File: src/rtl/bridge_params.svh
// Constants for the host bus to microcontroller bridge.
// Assumes inclusion by bare name from rtl/ files only.
`ifndef BRIDGE_PARAMS_SVH
`define BRIDGE_PARAMS_SVH
`define REG_CSW 3'h0
`define REG_RXPORT 3'h2
`define REG_TER 3'h4
`define REG_TXPORT 3'h6
`define REG_TCW 3'h4
`define REG_TDW 3'h6
`define REG_MSW 3'h6
`define TOP_BITS 5'h1f
`define RX_W 16
`define RX_DEPTH 64
`define RX_AW 6
`define LC_W 24
`define LC_DEPTH 64
`define LC_AW 6
`define ALARM_COUNT 5'h10
`define CSW_DONE_BIT 7
`define CSW_RIE_BIT 6
`define CSW_SAE_BIT 12
`define CSW_TIE_BIT 14
`define CSW_TRANSMIT_READY_FLAG_BIT 15
`define CSW_ALARM_BIT 13
`define VEC_STEP 9'h004
`endif

File: src/rtl/bridge_pkg.sv
// Types shared by the bridge files.
// Assumes bridge_params.svh is on the include path.
package bridge_pkg;
	// One host bus slave cycle as seen after address decode
	typedef struct packed {
		logic sel;
		logic write;
		logic byte_op;
		logic hi_byte;
		logic [2:0] reg_idx;
		logic [15:0] wdata;
	} host_req_t;
	// Receive entry layout
	typedef struct packed {
		logic unused;
		logic err;
		logic framing;
		logic overrun;
		logic parity;
		logic [2:0] line;
		logic [7:0] char_data;
	} rx_entry_t;
	typedef enum logic [1:0] {ARB_IDLE, ARB_RX, ARB_TX} arb_state_t;
endpackage

File: src/rtl/sync_fifo.sv
// Flip-flop FIFO with empty and full flags for the bridge queues.
// Assumes one clock; both sides are strobes in that clock.
`timescale 1ns/1ps
`include "bridge_params.svh"
module sync_fifo #(
	parameter int W = 16,
	parameter int AW = 6
) (
	// Clock and reset
	input wire logic mclk,
	input wire logic reset,
	// Fill side
	input wire logic wr_en,
	input wire logic [W-1:0] wr_data,
	// Drain side
	input wire logic rd_en,
	output logic [W-1:0] rd_data,
	// Flags
	output logic empty,
	output logic full
);
	typedef struct packed {
		logic [AW:0] wp;
		logic [AW:0] rp;
	} ptr_t;
	ptr_t st_q, st_d;
	logic [W-1:0] mem_q [(1<<AW)];
	logic do_wr;
	logic do_rd;
	// Full writes dropped, empty reads ignored
	assign empty = (st_q.wp == st_q.rp);
	assign full = (st_q.wp[AW-1:0] == st_q.rp[AW-1:0]) && (st_q.wp[AW] != st_q.rp[AW]);
	assign do_wr = wr_en && !full;
	assign do_rd = rd_en && !empty;
	assign rd_data = mem_q[st_q.rp[AW-1:0]];
	// Pointer update
	always_comb
	begin
		st_d = st_q;
		if (do_wr)
			st_d.wp = st_q.wp + 1'b1;
		if (do_rd)
			st_d.rp = st_q.rp + 1'b1;
	end
	always_ff @(posedge mclk or posedge reset)
	begin
		if (reset)
			st_q <= '0;
		else
			st_q <= st_d;
	end
	// Storage, no reset needed since pointers guard it
	always_ff @(posedge mclk)
	begin
		if (do_wr)
			mem_q[st_q.wp[AW-1:0]] <= wr_data;
	end
endmodule

File: src/rtl/tx_scan.sv
// Transmit scan counter stepped by the microcontroller programmed clock.
// Assumes scan_tick is a one-cycle strobe derived from that clock.
`timescale 1ns/1ps
`include "bridge_params.svh"
module tx_scan (
	// Clock and reset
	input wire logic mclk,
	input wire logic reset,
	// Step and enables
	input wire logic scan_tick,
	input wire logic hold,
	input wire logic [7:0] host_en,
	input wire logic [7:0] micro_en,
	// Result
	output logic [3:0] count,
	output logic line_ready
);
	typedef struct packed {
		logic [3:0] cnt;
	} scan_t;
	scan_t st_q, st_d;
	assign count = st_q.cnt;
	// Both enables must agree for the selected line
	assign line_ready = host_en[st_q.cnt[2:0]] && micro_en[st_q.cnt[2:0]];
	// Step only when not holding a pending request for the host
	always_comb
	begin
		st_d = st_q;
		if (scan_tick && !hold)
			st_d.cnt = st_q.cnt + 4'h1;
	end
	always_ff @(posedge mclk or posedge reset)
	begin
		if (reset)
			st_q <= '0;
		else
			st_q <= st_d;
	end
endmodule

File: src/rtl/host_micro_bridge.sv
// Host bus slave and microcontroller port for the terminal multiplexer bridge.
// Assumes host cycles arrive as one-cycle strobes with address and data stable.
`timescale 1ns/1ps
`include "bridge_params.svh"
// How it works
// - Host address bits 3 to 12 must equal the address switches.
// - Host address bits 13 to 17 must all be ones to respond.
// - Host address bits 1 and 2 select the internal register; bit 0 picks the byte lane.
// - Each cycle is decoded as read, word write or byte write.
// - Receiver interrupts use sub-level A, transmitter sub-level B.
// - First-slot module wins arbitration over the second-slot module.
// - Switch-selected vector is driven on data lines during the dialogue.
// - Host reads go over one internal shared data bus, a source multiplexer.
// - Receive queue is 16 bits wide and 64 entries deep.
// - Micro writes receive entries, host removes them by reading the port.
// - Receive entry: character, 3-bit line, four status flags, one spare.
// - Oldest receive entry is always the one the host reads.
// - Transmit logic requests host characters and tags them with line.
// - Host per-line enable starts and stops transmit requests.
// - Micro per-line enable suspends requests while it has enough data.
// - Line-control queue is 64 entries deep and 24 bits wide.
// - Only the host writes listed next enter the line-control queue.
// - Queued: parameter word writes, control high byte, char/break writes.
// - Control, terminal-ready, ring and carrier stay on host side.
// - Programmable clock steps a 4-bit counter scanning both enables.
// - Counter low three bits are the line, read in status bits 8-10.
// - Alarm counter counts micro writes, flags at 16, clears on host read.
// - Loading a receive entry sets the done bit, requesting receiver interrupt.
// - Transmit interrupt requested when ready and its enable are both set.
module host_micro_bridge (
	// Clock and reset
	input wire logic mclk,
	input wire logic reset,
	// Host bus slave cycle
	input wire logic host_cycle,
	input wire logic [17:0] host_addr,
	input wire logic host_write,
	input wire logic host_byte,
	input wire logic [15:0] host_wdata,
	output logic host_ack,
	output logic [15:0] host_rdata,
	output logic host_data_oe,
	// Configuration switches
	input wire logic [9:0] addr_switch,
	input wire logic [8:0] vector_switch,
	input wire logic slot_first,
	// Interrupt dialogue
	input wire logic grant_in,
	input wire logic other_slot_req,
	output logic req_rx,
	output logic req_tx,
	output logic vector_oe,
	output logic [15:0] vector_data,
	output logic grant_out,
	// Micro receive side
	input wire logic micro_rx_wr,
	input wire logic [15:0] micro_rx_data,
	output logic rx_full,
	output logic rx_empty,
	// Micro line-control side
	input wire logic micro_lc_rd,
	output logic [23:0] micro_lc_data,
	output logic lc_empty,
	output logic lc_full,
	// Micro transmit control
	input wire logic scan_tick,
	input wire logic [7:0] micro_tx_en,
	input wire logic micro_tx_rd,
	output logic [10:0] micro_tx_char,
	output logic micro_tx_valid,
	// Micro modem state word
	input wire logic micro_msw_wr,
	input wire logic [15:0] micro_msw_data
);
	typedef struct packed {
		logic ack;
		logic [15:0] rdata;
		logic data_oe;
		logic req_rx;
		logic req_tx;
		logic vec_oe;
		logic [15:0] vec;
		logic grant_out;
		bridge_pkg::arb_state_t arb;
		logic [15:0] csw;
		logic [7:0] line_transmit_enable_word;
		logic [7:0] dtr;
		logic [15:0] msw;
		logic [4:0] alarm_cnt;
		logic [10:0] tx_char;
		logic tx_valid;
		logic rx_full;
		logic rx_empty;
		logic lc_full;
		logic lc_empty;
	} state_t;
	state_t st_q, st_d;
	bridge_pkg::host_req_t req;
	logic [15:0] rx_head;
	logic rx_empty_w;
	logic rx_full_w;
	logic lc_empty_w;
	logic lc_full_w;
	logic rx_pop;
	logic lc_push;
	logic [23:0] lc_word;
	logic [3:0] scan_cnt;
	logic line_ready;
	logic transmit_ready_flag;
	logic [15:0] ibus;
	// Timing of a host cycle
	// The host strobe is sampled on one edge and every answer is registered,
	// so acknowledge, read data and data enable all appear one clock later
	// and stand for exactly one clock. Back to back cycles are allowed.
	// A read of the receive port pops the queue on the same edge that
	// captures the head, so the host always sees the entry it removed.
	// Hazards worth knowing
	// The flags handed to the micro side are registered copies, one clock
	// behind the queue pointers. A micro writer that pushes on every clock
	// must therefore leave a margin of one entry before full.
	// The queue heads are combinational reads of flip-flop storage; the
	// micro side may sample them in the same clock as its pop strobe.
	// The switches are static levels; no synchroniser is placed on them.
	// Register index sharing
	// Index 4 is the enable word on reads and on writes, where a high byte write is also
	// queued as the transmit control word; index 6 is the modem word on reads and the character port
	// on writes. Index 2 reads the receive port and writes line parameters.
	// The low address bit only picks the byte lane of a byte write.
	// Address decode: switches, all-ones top, low bits select register
	always_comb
	begin
		req.sel = host_cycle && (host_addr[12:3] == addr_switch)
			&& (host_addr[17:13] == `TOP_BITS);
		req.write = host_write;
		req.byte_op = host_write && host_byte;
		req.hi_byte = host_addr[0];
		req.reg_idx = {host_addr[2:1], 1'b0};
		req.wdata = host_wdata;
	end
	assign rx_pop = req.sel && !req.write && (req.reg_idx == `REG_RXPORT);
	// Queue parameter word writes, control high byte and char writes, per source kind
	always_comb
	begin
		lc_push = 1'b0;
		lc_word = {5'h00, req.reg_idx, req.wdata};
		if (req.sel && req.write)
		begin
			unique case (req.reg_idx)
				`REG_CSW: lc_push = 1'b0;
				`REG_RXPORT: lc_push = !req.byte_op;
				`REG_TCW: lc_push = req.byte_op && req.hi_byte;
				`REG_TDW: lc_push = 1'b1;
				default: lc_push = 1'b0;
			endcase
			lc_word = {3'h0, req.byte_op, req.hi_byte, req.reg_idx, req.wdata[15:0]};
		end
	end
	// Receive queue: micro fills, host drains through the port read.
	// Writes while full are dropped inside the queue; the micro must watch
	// rx_full, since no error is flagged back.
	sync_fifo #(.W(`RX_W), .AW(`RX_AW)) rx_fifo (
		.mclk(mclk),
		.reset(reset),
		.wr_en(micro_rx_wr),
		.wr_data(micro_rx_data),
		.rd_en(rx_pop),
		.rd_data(rx_head),
		.empty(rx_empty_w),
		.full(rx_full_w)
	);
	sync_fifo #(.W(`LC_W), .AW(`LC_AW)) lc_fifo (
		.mclk(mclk),
		.reset(reset),
		.wr_en(lc_push),
		.wr_data(lc_word),
		.rd_en(micro_lc_rd),
		.rd_data(micro_lc_data),
		.empty(lc_empty_w),
		.full(lc_full_w)
	);
	// Scan holds while transmit ready stands so the line number stays put
	tx_scan scan (
		.mclk(mclk),
		.reset(reset),
		.scan_tick(scan_tick),
		.hold(st_q.csw[`CSW_TRANSMIT_READY_FLAG_BIT]),
		.host_en(st_q.line_transmit_enable_word),
		.micro_en(micro_tx_en),
		.count(scan_cnt),
		.line_ready(line_ready)
	);
	assign transmit_ready_flag = line_ready && !st_q.tx_valid;
	// Internal shared bus: the one selected source drives it
	always_comb
	begin
		ibus = 16'h0000;
		unique case (req.reg_idx)
			`REG_CSW: ibus = st_q.csw;
			`REG_RXPORT: ibus = rx_empty_w ? 16'h0000 : {1'b1, rx_head[14:0]};
			`REG_TER: ibus = {st_q.dtr, st_q.line_transmit_enable_word};
			`REG_MSW: ibus = st_q.msw;
			default: ibus = 16'h0000;
		endcase
	end
	// Host side state, transmit handoff and interrupt dialogue
	always_comb
	begin
		st_d = st_q;
		st_d.ack = req.sel;
		st_d.data_oe = req.sel && !req.write;
		st_d.rdata = req.sel && !req.write ? ibus : 16'h0000;
		st_d.rx_full = rx_full_w;
		st_d.rx_empty = rx_empty_w;
		st_d.lc_full = lc_full_w;
		st_d.lc_empty = lc_empty_w;
		st_d.csw[10:8] = scan_cnt[2:0];
		// Control word and enables stay local to the host side
		if (req.sel && req.write && req.reg_idx == `REG_CSW)
		begin
			if (!req.byte_op || !req.hi_byte)
				st_d.csw[6:0] = req.wdata[6:0];
			if (!req.byte_op || req.hi_byte)
			begin
				st_d.csw[`CSW_SAE_BIT] = req.wdata[`CSW_SAE_BIT];
				st_d.csw[`CSW_TIE_BIT] = req.wdata[`CSW_TIE_BIT];
			end
		end
		if (req.sel && req.write && req.reg_idx == `REG_TER)
		begin
			if (!req.byte_op || !req.hi_byte)
				st_d.line_transmit_enable_word = req.wdata[7:0];
			if (!req.byte_op || req.hi_byte)
				st_d.dtr = req.wdata[15:8];
		end
		if (micro_msw_wr)
			st_d.msw = micro_msw_data;
		// Alarm counter; a pop clears it, a same-cycle load counts as one
		if (rx_pop)
			st_d.alarm_cnt = (micro_rx_wr && !rx_full_w) ? 5'h01 : 5'h00;
		else if (micro_rx_wr && !rx_full_w && st_q.alarm_cnt != `ALARM_COUNT)
			st_d.alarm_cnt = st_q.alarm_cnt + 5'h01;
		st_d.csw[`CSW_ALARM_BIT] = (st_d.alarm_cnt == `ALARM_COUNT);
		// Done tracks a waiting entry; a new load wins over the pop
		st_d.csw[`CSW_DONE_BIT] = !rx_empty_w || micro_rx_wr;
		// Transmit ready, host write of the char word hands it to the micro
		st_d.csw[`CSW_TRANSMIT_READY_FLAG_BIT] = transmit_ready_flag;
		if (req.sel && req.write && req.reg_idx == `REG_TXPORT && transmit_ready_flag)
		begin
			st_d.tx_char = {scan_cnt[2:0], req.wdata[7:0]};
			st_d.tx_valid = 1'b1;
			st_d.csw[`CSW_TRANSMIT_READY_FLAG_BIT] = 1'b0;
		end
		else if (micro_tx_rd)
			st_d.tx_valid = 1'b0;
		// Receiver request outranks transmitter request
		st_d.req_rx = (st_q.csw[`CSW_DONE_BIT] && st_q.csw[`CSW_RIE_BIT] &&
			(!st_q.csw[`CSW_SAE_BIT] || st_q.csw[`CSW_ALARM_BIT])) && st_q.arb == bridge_pkg::ARB_IDLE;
		st_d.req_tx = st_q.csw[`CSW_TRANSMIT_READY_FLAG_BIT] && st_q.csw[`CSW_TIE_BIT] &&
			st_q.arb == bridge_pkg::ARB_IDLE;
		st_d.vec_oe = 1'b0;
		st_d.grant_out = 1'b0;
		unique case (st_q.arb)
			bridge_pkg::ARB_IDLE:
			begin
				// Second slot defers while the first one requests
				if (grant_in && (slot_first || !other_slot_req))
				begin
					if (st_q.req_rx)
						st_d.arb = bridge_pkg::ARB_RX;
					else if (st_q.req_tx)
						st_d.arb = bridge_pkg::ARB_TX;
					else
						st_d.grant_out = 1'b1;
				end
				else if (grant_in)
					st_d.grant_out = 1'b1;
			end
			bridge_pkg::ARB_RX:
			begin
				st_d.vec_oe = 1'b1;
				st_d.vec = {7'h00, vector_switch};
				st_d.arb = bridge_pkg::ARB_IDLE;
			end
			bridge_pkg::ARB_TX:
			begin
				st_d.vec_oe = 1'b1;
				st_d.vec = {7'h00, vector_switch + `VEC_STEP};
				st_d.arb = bridge_pkg::ARB_IDLE;
			end
		endcase
	end
	always_ff @(posedge mclk or posedge reset)
	begin
		if (reset)
		begin
			st_q <= '0;
			st_q.rx_empty <= 1'b1;
			st_q.lc_empty <= 1'b1;
		end
		else
			st_q <= st_d;
	end
	// Interrupt dialogue
	// A grant that finds a request moves the arbiter to the receive or
	// transmit state; the vector is driven for one clock on the next edge.
	// Requests are masked while the arbiter is busy so that a long grant
	// cannot be answered twice within one dialogue.
	// A grant that finds no request is passed on one clock later, for as long as it stands.
	// The second-slot module lets the grant go by while the first-slot
	// module is requesting, which keeps the first slot ahead.
	// The transmit vector sits two words above the receive vector.
	// Limitation: the vector switches are read live; changing them while a
	// dialogue is in flight yields a mixed vector.
	// Alarm and done
	// The alarm count saturates at sixteen rather than wrapping, so the
	// alarm cannot clear itself while the host falls behind.
	// Done is recomputed every clock from the queue state, so it cannot
	// stick once the host has drained every entry.
	// Transmit handoff
	// The scan stops while ready stands, so the line number read from the
	// control word is the line that the next character will be tagged with.
	// A character written while ready is low is dropped on purpose: the
	// host is expected to poll ready or wait for the interrupt first.
	// Outputs straight from the state register
	assign host_ack = st_q.ack;
	assign host_rdata = st_q.rdata;
	assign host_data_oe = st_q.data_oe;
	assign req_rx = st_q.req_rx;
	assign req_tx = st_q.req_tx;
	assign vector_oe = st_q.vec_oe;
	assign vector_data = st_q.vec;
	assign grant_out = st_q.grant_out;
	assign rx_full = st_q.rx_full;
	assign rx_empty = st_q.rx_empty;
	assign lc_full = st_q.lc_full;
	assign lc_empty = st_q.lc_empty;
	assign micro_tx_char = st_q.tx_char;
	assign micro_tx_valid = st_q.tx_valid;
endmodule

File: config.mk
export PLATFORM = sky130hd
export DESIGN_NAME = host_micro_bridge
export DESIGN_NICKNAME = d
export VERILOG_FILES = /design/src/rtl/bridge_pkg.sv /design/src/rtl/sync_fifo.sv /design/src/rtl/tx_scan.sv /design/src/rtl/host_micro_bridge.sv
export VERILOG_INCLUDE_DIRS = /design/src /design/src/rtl
export SDC_FILE = /design/constraint.sdc
export NUM_CORES = 2
export LEC_CHECK = 0
export ABC_AREA = 1
export BUFFER_PORTS_ARGS = -buffer_cell sky130_fd_sc_hd__buf_4
export CAP_MARGIN = 5
export CORE_AREA = 2 2 569 571
export CTS_CLUSTER_DIAMETER = 100
export DETAILED_ROUTE_END_ITERATION = 10
export DIE_AREA = 0 0 571 573
export GPL_ROUTABILITY_DRIVEN = 0
export PLACE_DENSITY_LB_ADDON = 0.1
export SLEW_MARGIN = 20
export SYNTH_ARGS = -nofsm -noshare
export SYNTH_HDL_FRONTEND = slang
export SYNTH_HIERARCHICAL = 1
export SYNTH_SLANG_ARGS = --single-unit
File: constraint.sdc
create_clock -name mclk -period 7.6 [get_ports mclk]
set_clock_uncertainty 0.15 [all_clocks]
set_input_delay 0 -clock mclk [delete_from_list [all_inputs] [get_ports mclk]]
set_output_delay 0 -clock mclk [all_outputs]
set_load 0.01 [all_outputs]
## Yosys cells after proc, flatten, opt, wreduce, memory -nomap -nowiden

Memory sizes are Yosys's and may differ from the RTL's.
Index checks and enable logic that the tools add are counted.

- Bits in registers: 140
- Memory bits (writable): 2,368
- Input bits: 106
- Output and inout port bits: 78
- Logic and storage cells: 137
- Memories kept: 2

- Add/subtract/negate cells: 7
- Order comparisons: 1
- Eq/ne operators: 17
- Mux-type cells: 30
- Reduce and logical (&&, ||, !) cells: 53

Memories:

| memory | words | bits a word | rd ports | clocked after Yosys merged registers in | wr ports | line | text |
|---|---|---|---|---|---|---|---|
| lc_fifo.mem_q | 64 | 21 | 1 | 0 | 1 | sync_fifo.sv:27 | `logic [W-1:0] mem_q [(1<<AW)];` |
| rx_fifo.mem_q | 64 | 16 | 1 | 0 | 1 | sync_fifo.sv:27 |  |

Operators with widths:

| operator | number |
|---|---|
| 16-bit case mux with 4 select lines | 1 |
| 17-bit case mux with 2 select lines | 1 |
| 16-bit two-way mux | 2 |
| 7-bit by 1-bit adder with 7-bit output (second input constant) | 4 |
| 1-bit logical AND | 27 |
| 21-bit two-way mux | 1 |
| 1-bit two-way mux | 16 |
| 7-bit == test | 2 |
| 6-bit == test | 2 |
| 1-bit logical NOT | 11 |
| 10-bit == test | 1 |
| 5-bit == test (second input constant) | 2 |
| 5-bit two-way mux | 2 |
| 2-bit AND reduction | 5 |
| 9-bit by 3-bit adder with 9-bit output (second input constant) | 1 |
| 1-bit binary-select mux with 3-bit select | 2 |
| 2-bit == test (second input constant) | 3 |
| 2-bit two-way mux | 3 |
| 5-bit by 1-bit adder with 5-bit output (second input constant) | 1 |
| 1-bit logical OR | 5 |
| 5-bit != test (second input constant) | 1 |
| 4-bit by 1-bit adder with 4-bit output (second input constant) | 1 |
| 2-bit by 1-bit == test with 1-bit output (second input constant) | 2 |
| 3-bit by 4-bit less-than comparator with 1-bit output (second input constant) | 1 |
| other kinds (9) | 11 |

## Logic depth before layout (Yosys ltp)

- Word-level depth: 8
- Depth in mapped cells: 17
- Mapped depth without buffers: 15

## Cells and area by module

Netlist, hierarchy kept.

Modules (own cells, without submodules):

| module | instances | cells each | area each (um2) | sequential area each (um2) |
|---|---|---|---|---|
| sync_fifo at lc_fifo | 1 | 6,182 | 65,581.6 | 46,474.6 |
| sync_fifo at rx_fifo | 1 | 4,221 | 44,243.7 | 31,099.8 |
| host_micro_bridge | 1 | 627 | 5,091.1 | 2,529.9 |
| tx_scan | 1 | 40 | 277.8 | 100.1 |

## Worst setup path before layout

Ideal clock, no wire load.

- Kind: flip-flop to flip-flop
- Start: register lc_fifo/st_q[0] (netlist name)
- End: memory lc_fifo/mem_q[11][0] (netlist name) (enable)
- Library setup time: 0.435 ns
- Arrival time: 3.039 ns
- Data required time: 7.015 ns
- Path slack: 3.976 ns
- Stages on the path, launching flop included: 13
- Path buffers: 3
- Period minus slack after synthesis: 3.624 ns
- Cells stage by stage: dfrtp_1 -> inv_2 -> buf_4 -> buf_6 -> nand2_1 -> nand2_1 -> a21oi_1 -> nand2_1 -> nor2_2 -> nand2_2 -> nand2_4 -> buf_2 -> nor3_1

- Cells in the longest elaborated chain, start to end: 6

RTL lines:

| element | line | text |
|---|---|---|
| from (decl) | sync_fifo.sv:26 | `ptr_t st_q, st_d;` |
| from (signal assigned) | sync_fifo.sv:50 | `st_q <= st_d;` |
| 6-bit == test | sync_fifo.sv:32 | `assign full = (st_q.wp[AW-1:0] == st_q.rp[AW-1:0]) && (st_q.wp[AW] != st_q.rp[AW]);` |
| 1-bit logical AND | sync_fifo.sv:32 |  |
| 1-bit logical NOT | sync_fifo.sv:33 | `assign do_wr = wr_en && !full;` |
| 1-bit logical AND | sync_fifo.sv:33 |  |
| 1-bit two-way mux | sync_fifo.sv:55 | `if (do_wr)` |
| 1-bit two-way mux (not written as such) | sync_fifo.sv:56 | `mem_q[st_q.wp[AW-1:0]] <= wr_data;` |
| to (decl) | sync_fifo.sv:27 |  |

Every way passes these cells.

## Worst setup path after layout

- Start: input port addr_switch[6]
- End: memory lc_fifo/mem_q[62][23] (netlist name) (enable)

- Cells in the longest elaborated chain, start to end: 8

RTL lines:

| element | line | text |
|---|---|---|
| from (decl) | host_micro_bridge.sv:44 | `input wire logic [9:0] addr_switch,` |
| 10-bit == test | host_micro_bridge.sv:132 | `req.sel = host_cycle && (host_addr[12:3] == addr_switch)` |
| 1-bit logical AND (2 in a row) | host_micro_bridge.sv:132 |  |
| 1-bit logical AND | host_micro_bridge.sv:146 | `if (req.sel && req.write)` |
| 1-bit two-way mux | host_micro_bridge.sv:146 |  |
| named net lc_push | host_micro_bridge.sv:105 | `logic lc_push;` |
| 1-bit logical AND | sync_fifo.sv:33 |  |
| 1-bit two-way mux | sync_fifo.sv:55 |  |
| 1-bit two-way mux (not written as such) | sync_fifo.sv:56 |  |

The timed path passes the listed nets, and every way through them passes these cells.

==> impl_metrics.tcl <==
set metrics [dict create \
    cts_hold_buf 172 \
    drc 0 \
    grt_max_degree 192 \
    drv_cap 0 \
    dp_hpwl_mm 183 \
    fmax_ghz 0.152 \
    fill_cells 30887 \
    finalSetupTns_ns 0 \
    hold_path.class "in -> reg" \
    cp_slowest_cell "dlygate4sd3_1" \
    via_count 74775 \
    dieArea_um2 327000 \
    slew_violations 0 \
    io_buffers 175 \
    ctsResizeCount 0 \
    dp_slack_ns 3.30 \
    die_height_um 573 \
    clockBufferDepth 4 \
    worst_slack_ns 1.04 \
    cpMostUsedCell "dlygate4sd3_1" \
    wl_mm 340 \
    instances_no_fill 15831 \
    cts-root-buf "clkbuf_16" \
    cp-end-kind "register" \
    fin_area_um2 130000 \
    clk_pin_slew_worst_paths_ns 0.06 \
    power_density_nw_per_um2 301 \
    synth_cells 10830 \
    clkLatencyLatePin_ns 0.89 \
    synthToLayoutAreaGrowth_pct 15.4 \
    power_leakage_uw 0.0523 \
    detail-route-antenna-nets 0 \
    fin_crit_sh_pct 86.3 \
    htreeDepth 5 \
    max_slew.worst_pin.slew_ns 1.11 \
    path_buf_inv 10 \
    hold_ws_ns 0.0619 \
    finalNetCount 11426 \
    grt_pass1_vias 71653 \
    core_um2 320000 \
    row_count 208 \
    critPathLaunchType "primary input" \
    worstPathCellList "dlygate4sd3_1 > buf_4 > nand2_1 > dlygate4sd3_1 > nand2_1 > dlygate4sd3_1 > nor2_1 > dlygate4sd3_1 > nand2_1 > dlygate4sd3_1 > nor2_4 > dlygate4sd3_1 > nand3_4 > dlygate4sd3_1 > a211oi_2 > buf_4 > nand4_1 > nor2_4 > buf_4" \
    drive_gt1_share_pct 7.63 \
    rsz0062_at_grt "false" \
    detail_route.wl_per_cell_um 21.5 \
    start_util_pct 35.1 \
    path_class "in -> reg" \
    period_minus_slack_ns 6.56 \
    grt_use_total_pct 20.3 \
    required_ns 7.96 \
    cts_tree "yes" \
    r2r_slack_ns 3.35 \
    antenna_found_initial 18 \
    slew_headroom_pct 26.0 \
    grt_pass1_wl_mm 495 \
    drtIter0Drc 5393 \
    finalHoldViolCount 0 \
    vias_per_cell 4.72 \
    irDropWorstVdd_uv 264 \
    syn_avg_cell_area_um2 10.4 \
    path_max_fanout 24 \
    postCtsSetupBuffers 0 \
    crit_family "buffers and inverters" \
    cts.sinks 2628 \
    yosysWarnings 6 \
    setup_viol 0 \
    max_stage_delay_ns 0.79 \
    synth.cell_area_um2 113000 \
    cts_buffers 296 \
    status "complete, no violations" \
    first_pass_iters 5 \
    arrival_ns 6.92 \
    die_w_um 571 \
    io_pins 184 \
    dp_cells 15143 \
    overflow 0 \
    dpl_cell_area_um2 119000 \
]
-- where the power goes --
group          switching, µW  internal (µW)
registers                212          16100
logic                   6750           2530
clock network           5770           7700
-- flip-flops by register name, summed over array words and instances (netlist names), 9 cells and up --
register,flops
st_q,54
host_rdata,16
rx_fifo/mem_q,960
lc_fifo/st_q,14
rx_fifo/st_q,14
lc_fifo/mem_q,1536
micro_tx_char,11
vector_data,9
-- routing by layer --
| layer | routed length (µm) | track usage, % | vias up |
|---|---|---|---|
| li1 | - | - | 36141 |
| met3 | 12800 | 1.85 | 507 |
| met4 | 12100 | 6.96 | 2 |
| met2 | 168000 | 35.1 | 1574 |
| met1 | 147000 | 26.7 | 36551 |
| met5 | 13 | 0 | - |
-- stage by stage --
step           total power (µW)  utilization [%]
2_1_floorplan             22200                -
6_report                  39000             40.5
5_1_grt                   41000             40.5
4_1_cts                   39700             40.5
3_3_place_gp              25900             37.2
3_5_place_dp              26000             37.2
-- worst paths after layout --
| kind | start | endpoint | cells after the start |
|---|---|---|---|
| max | addr_switch[6] | lc_fifo/mem_q[62][23] | 19 |
| min | host_wdata[6] | lc_fifo/mem_q[8][6] | 2 |
| max reg2reg | rx_fifo/st_q[0] | host_rdata[8] | 15 |
| min reg2reg | scan/count[2] | st_q[63] | 0 |
| max in group asynchronous | reset | micro_tx_char[0] | 5 |
| min in group asynchronous | reset | scan/count[1] | 4 |
-- worst register-to-register path: stages (launching register included) --
cell	delay, ns
dfrtp_4	0.71
buf_4	0.62
buf_4	0.87
nand2_1	0.22
nand3_1	0.11
nand2_1	0.09
nand2_1	0.07
nand2_1	0.05
inv_1	0.12
nand2_1	0.07
nand2_1	0.05
nand2_1	0.08
inv_1	0.24
nand2_1	0.22
a221oi_1	0.36
nor2_1	0.09
-- layout make-up --
cell class	instances	area (µm²)	area share, %
sequential	2628	78300	60.3
clock buffer	388	7920	6.10
multi-input combinational	6595	28000	21.6
antenna	5	12.5	0.00963
inverter	1265	4790	3.69
timing repair buffer	523	4540	3.50
tap	4305	5390	4.15
clock inverter	122	945	0.727
-- cell usage in the layout (no fill, tap or decap), types with 3 or more instances in the layout --
| cell | instances |
|---|---|
| clkinv_1 | 67 |
| a31oi_1 | 4 |
| nand3_2 | 5 |
| and3_1 | 4 |
| conb_1 | 263 |
| nand2_2 | 10 |
| ha_1 | 11 |
| or2_2 | 25 |
| inv_1 | 1243 |
| nand2_1 | 3440 |
| inv_2 | 5 |
| nor3_1 | 7 |
| nand4_1 | 7 |
| xnor2_1 | 13 |
| xor2_1 | 23 |
| clkinv_2 | 26 |
| dfrtp_4 | 5 |
| nor2_1 | 860 |
| inv_4 | 4 |
| buf_4 | 337 |
| clkinvlp_4 | 7 |
| edfxtp_1 | 2496 |
| inv_8 | 4 |
| clkbuf_1 | 84 |
| clkinv_8 | 3 |
| inv_6 | 12 |
| clkinv_4 | 3 |
| buf_12 | 13 |
| dlygate4sd3_1 | 172 |
| a21oi_1 | 99 |
| dfrtp_1 | 124 |
| bufinv_16 | 11 |
| nor3_2 | 28 |
| o21ai_0 | 409 |
| diode_2 | 5 |
| nand3_1 | 1295 |
| nor2_2 | 54 |
| clkbuf_16 | 304 |
| nor2_4 | 13 |
| a221oi_1 | 10 |
No activity file was read; power rests on OpenSTA's default activity.
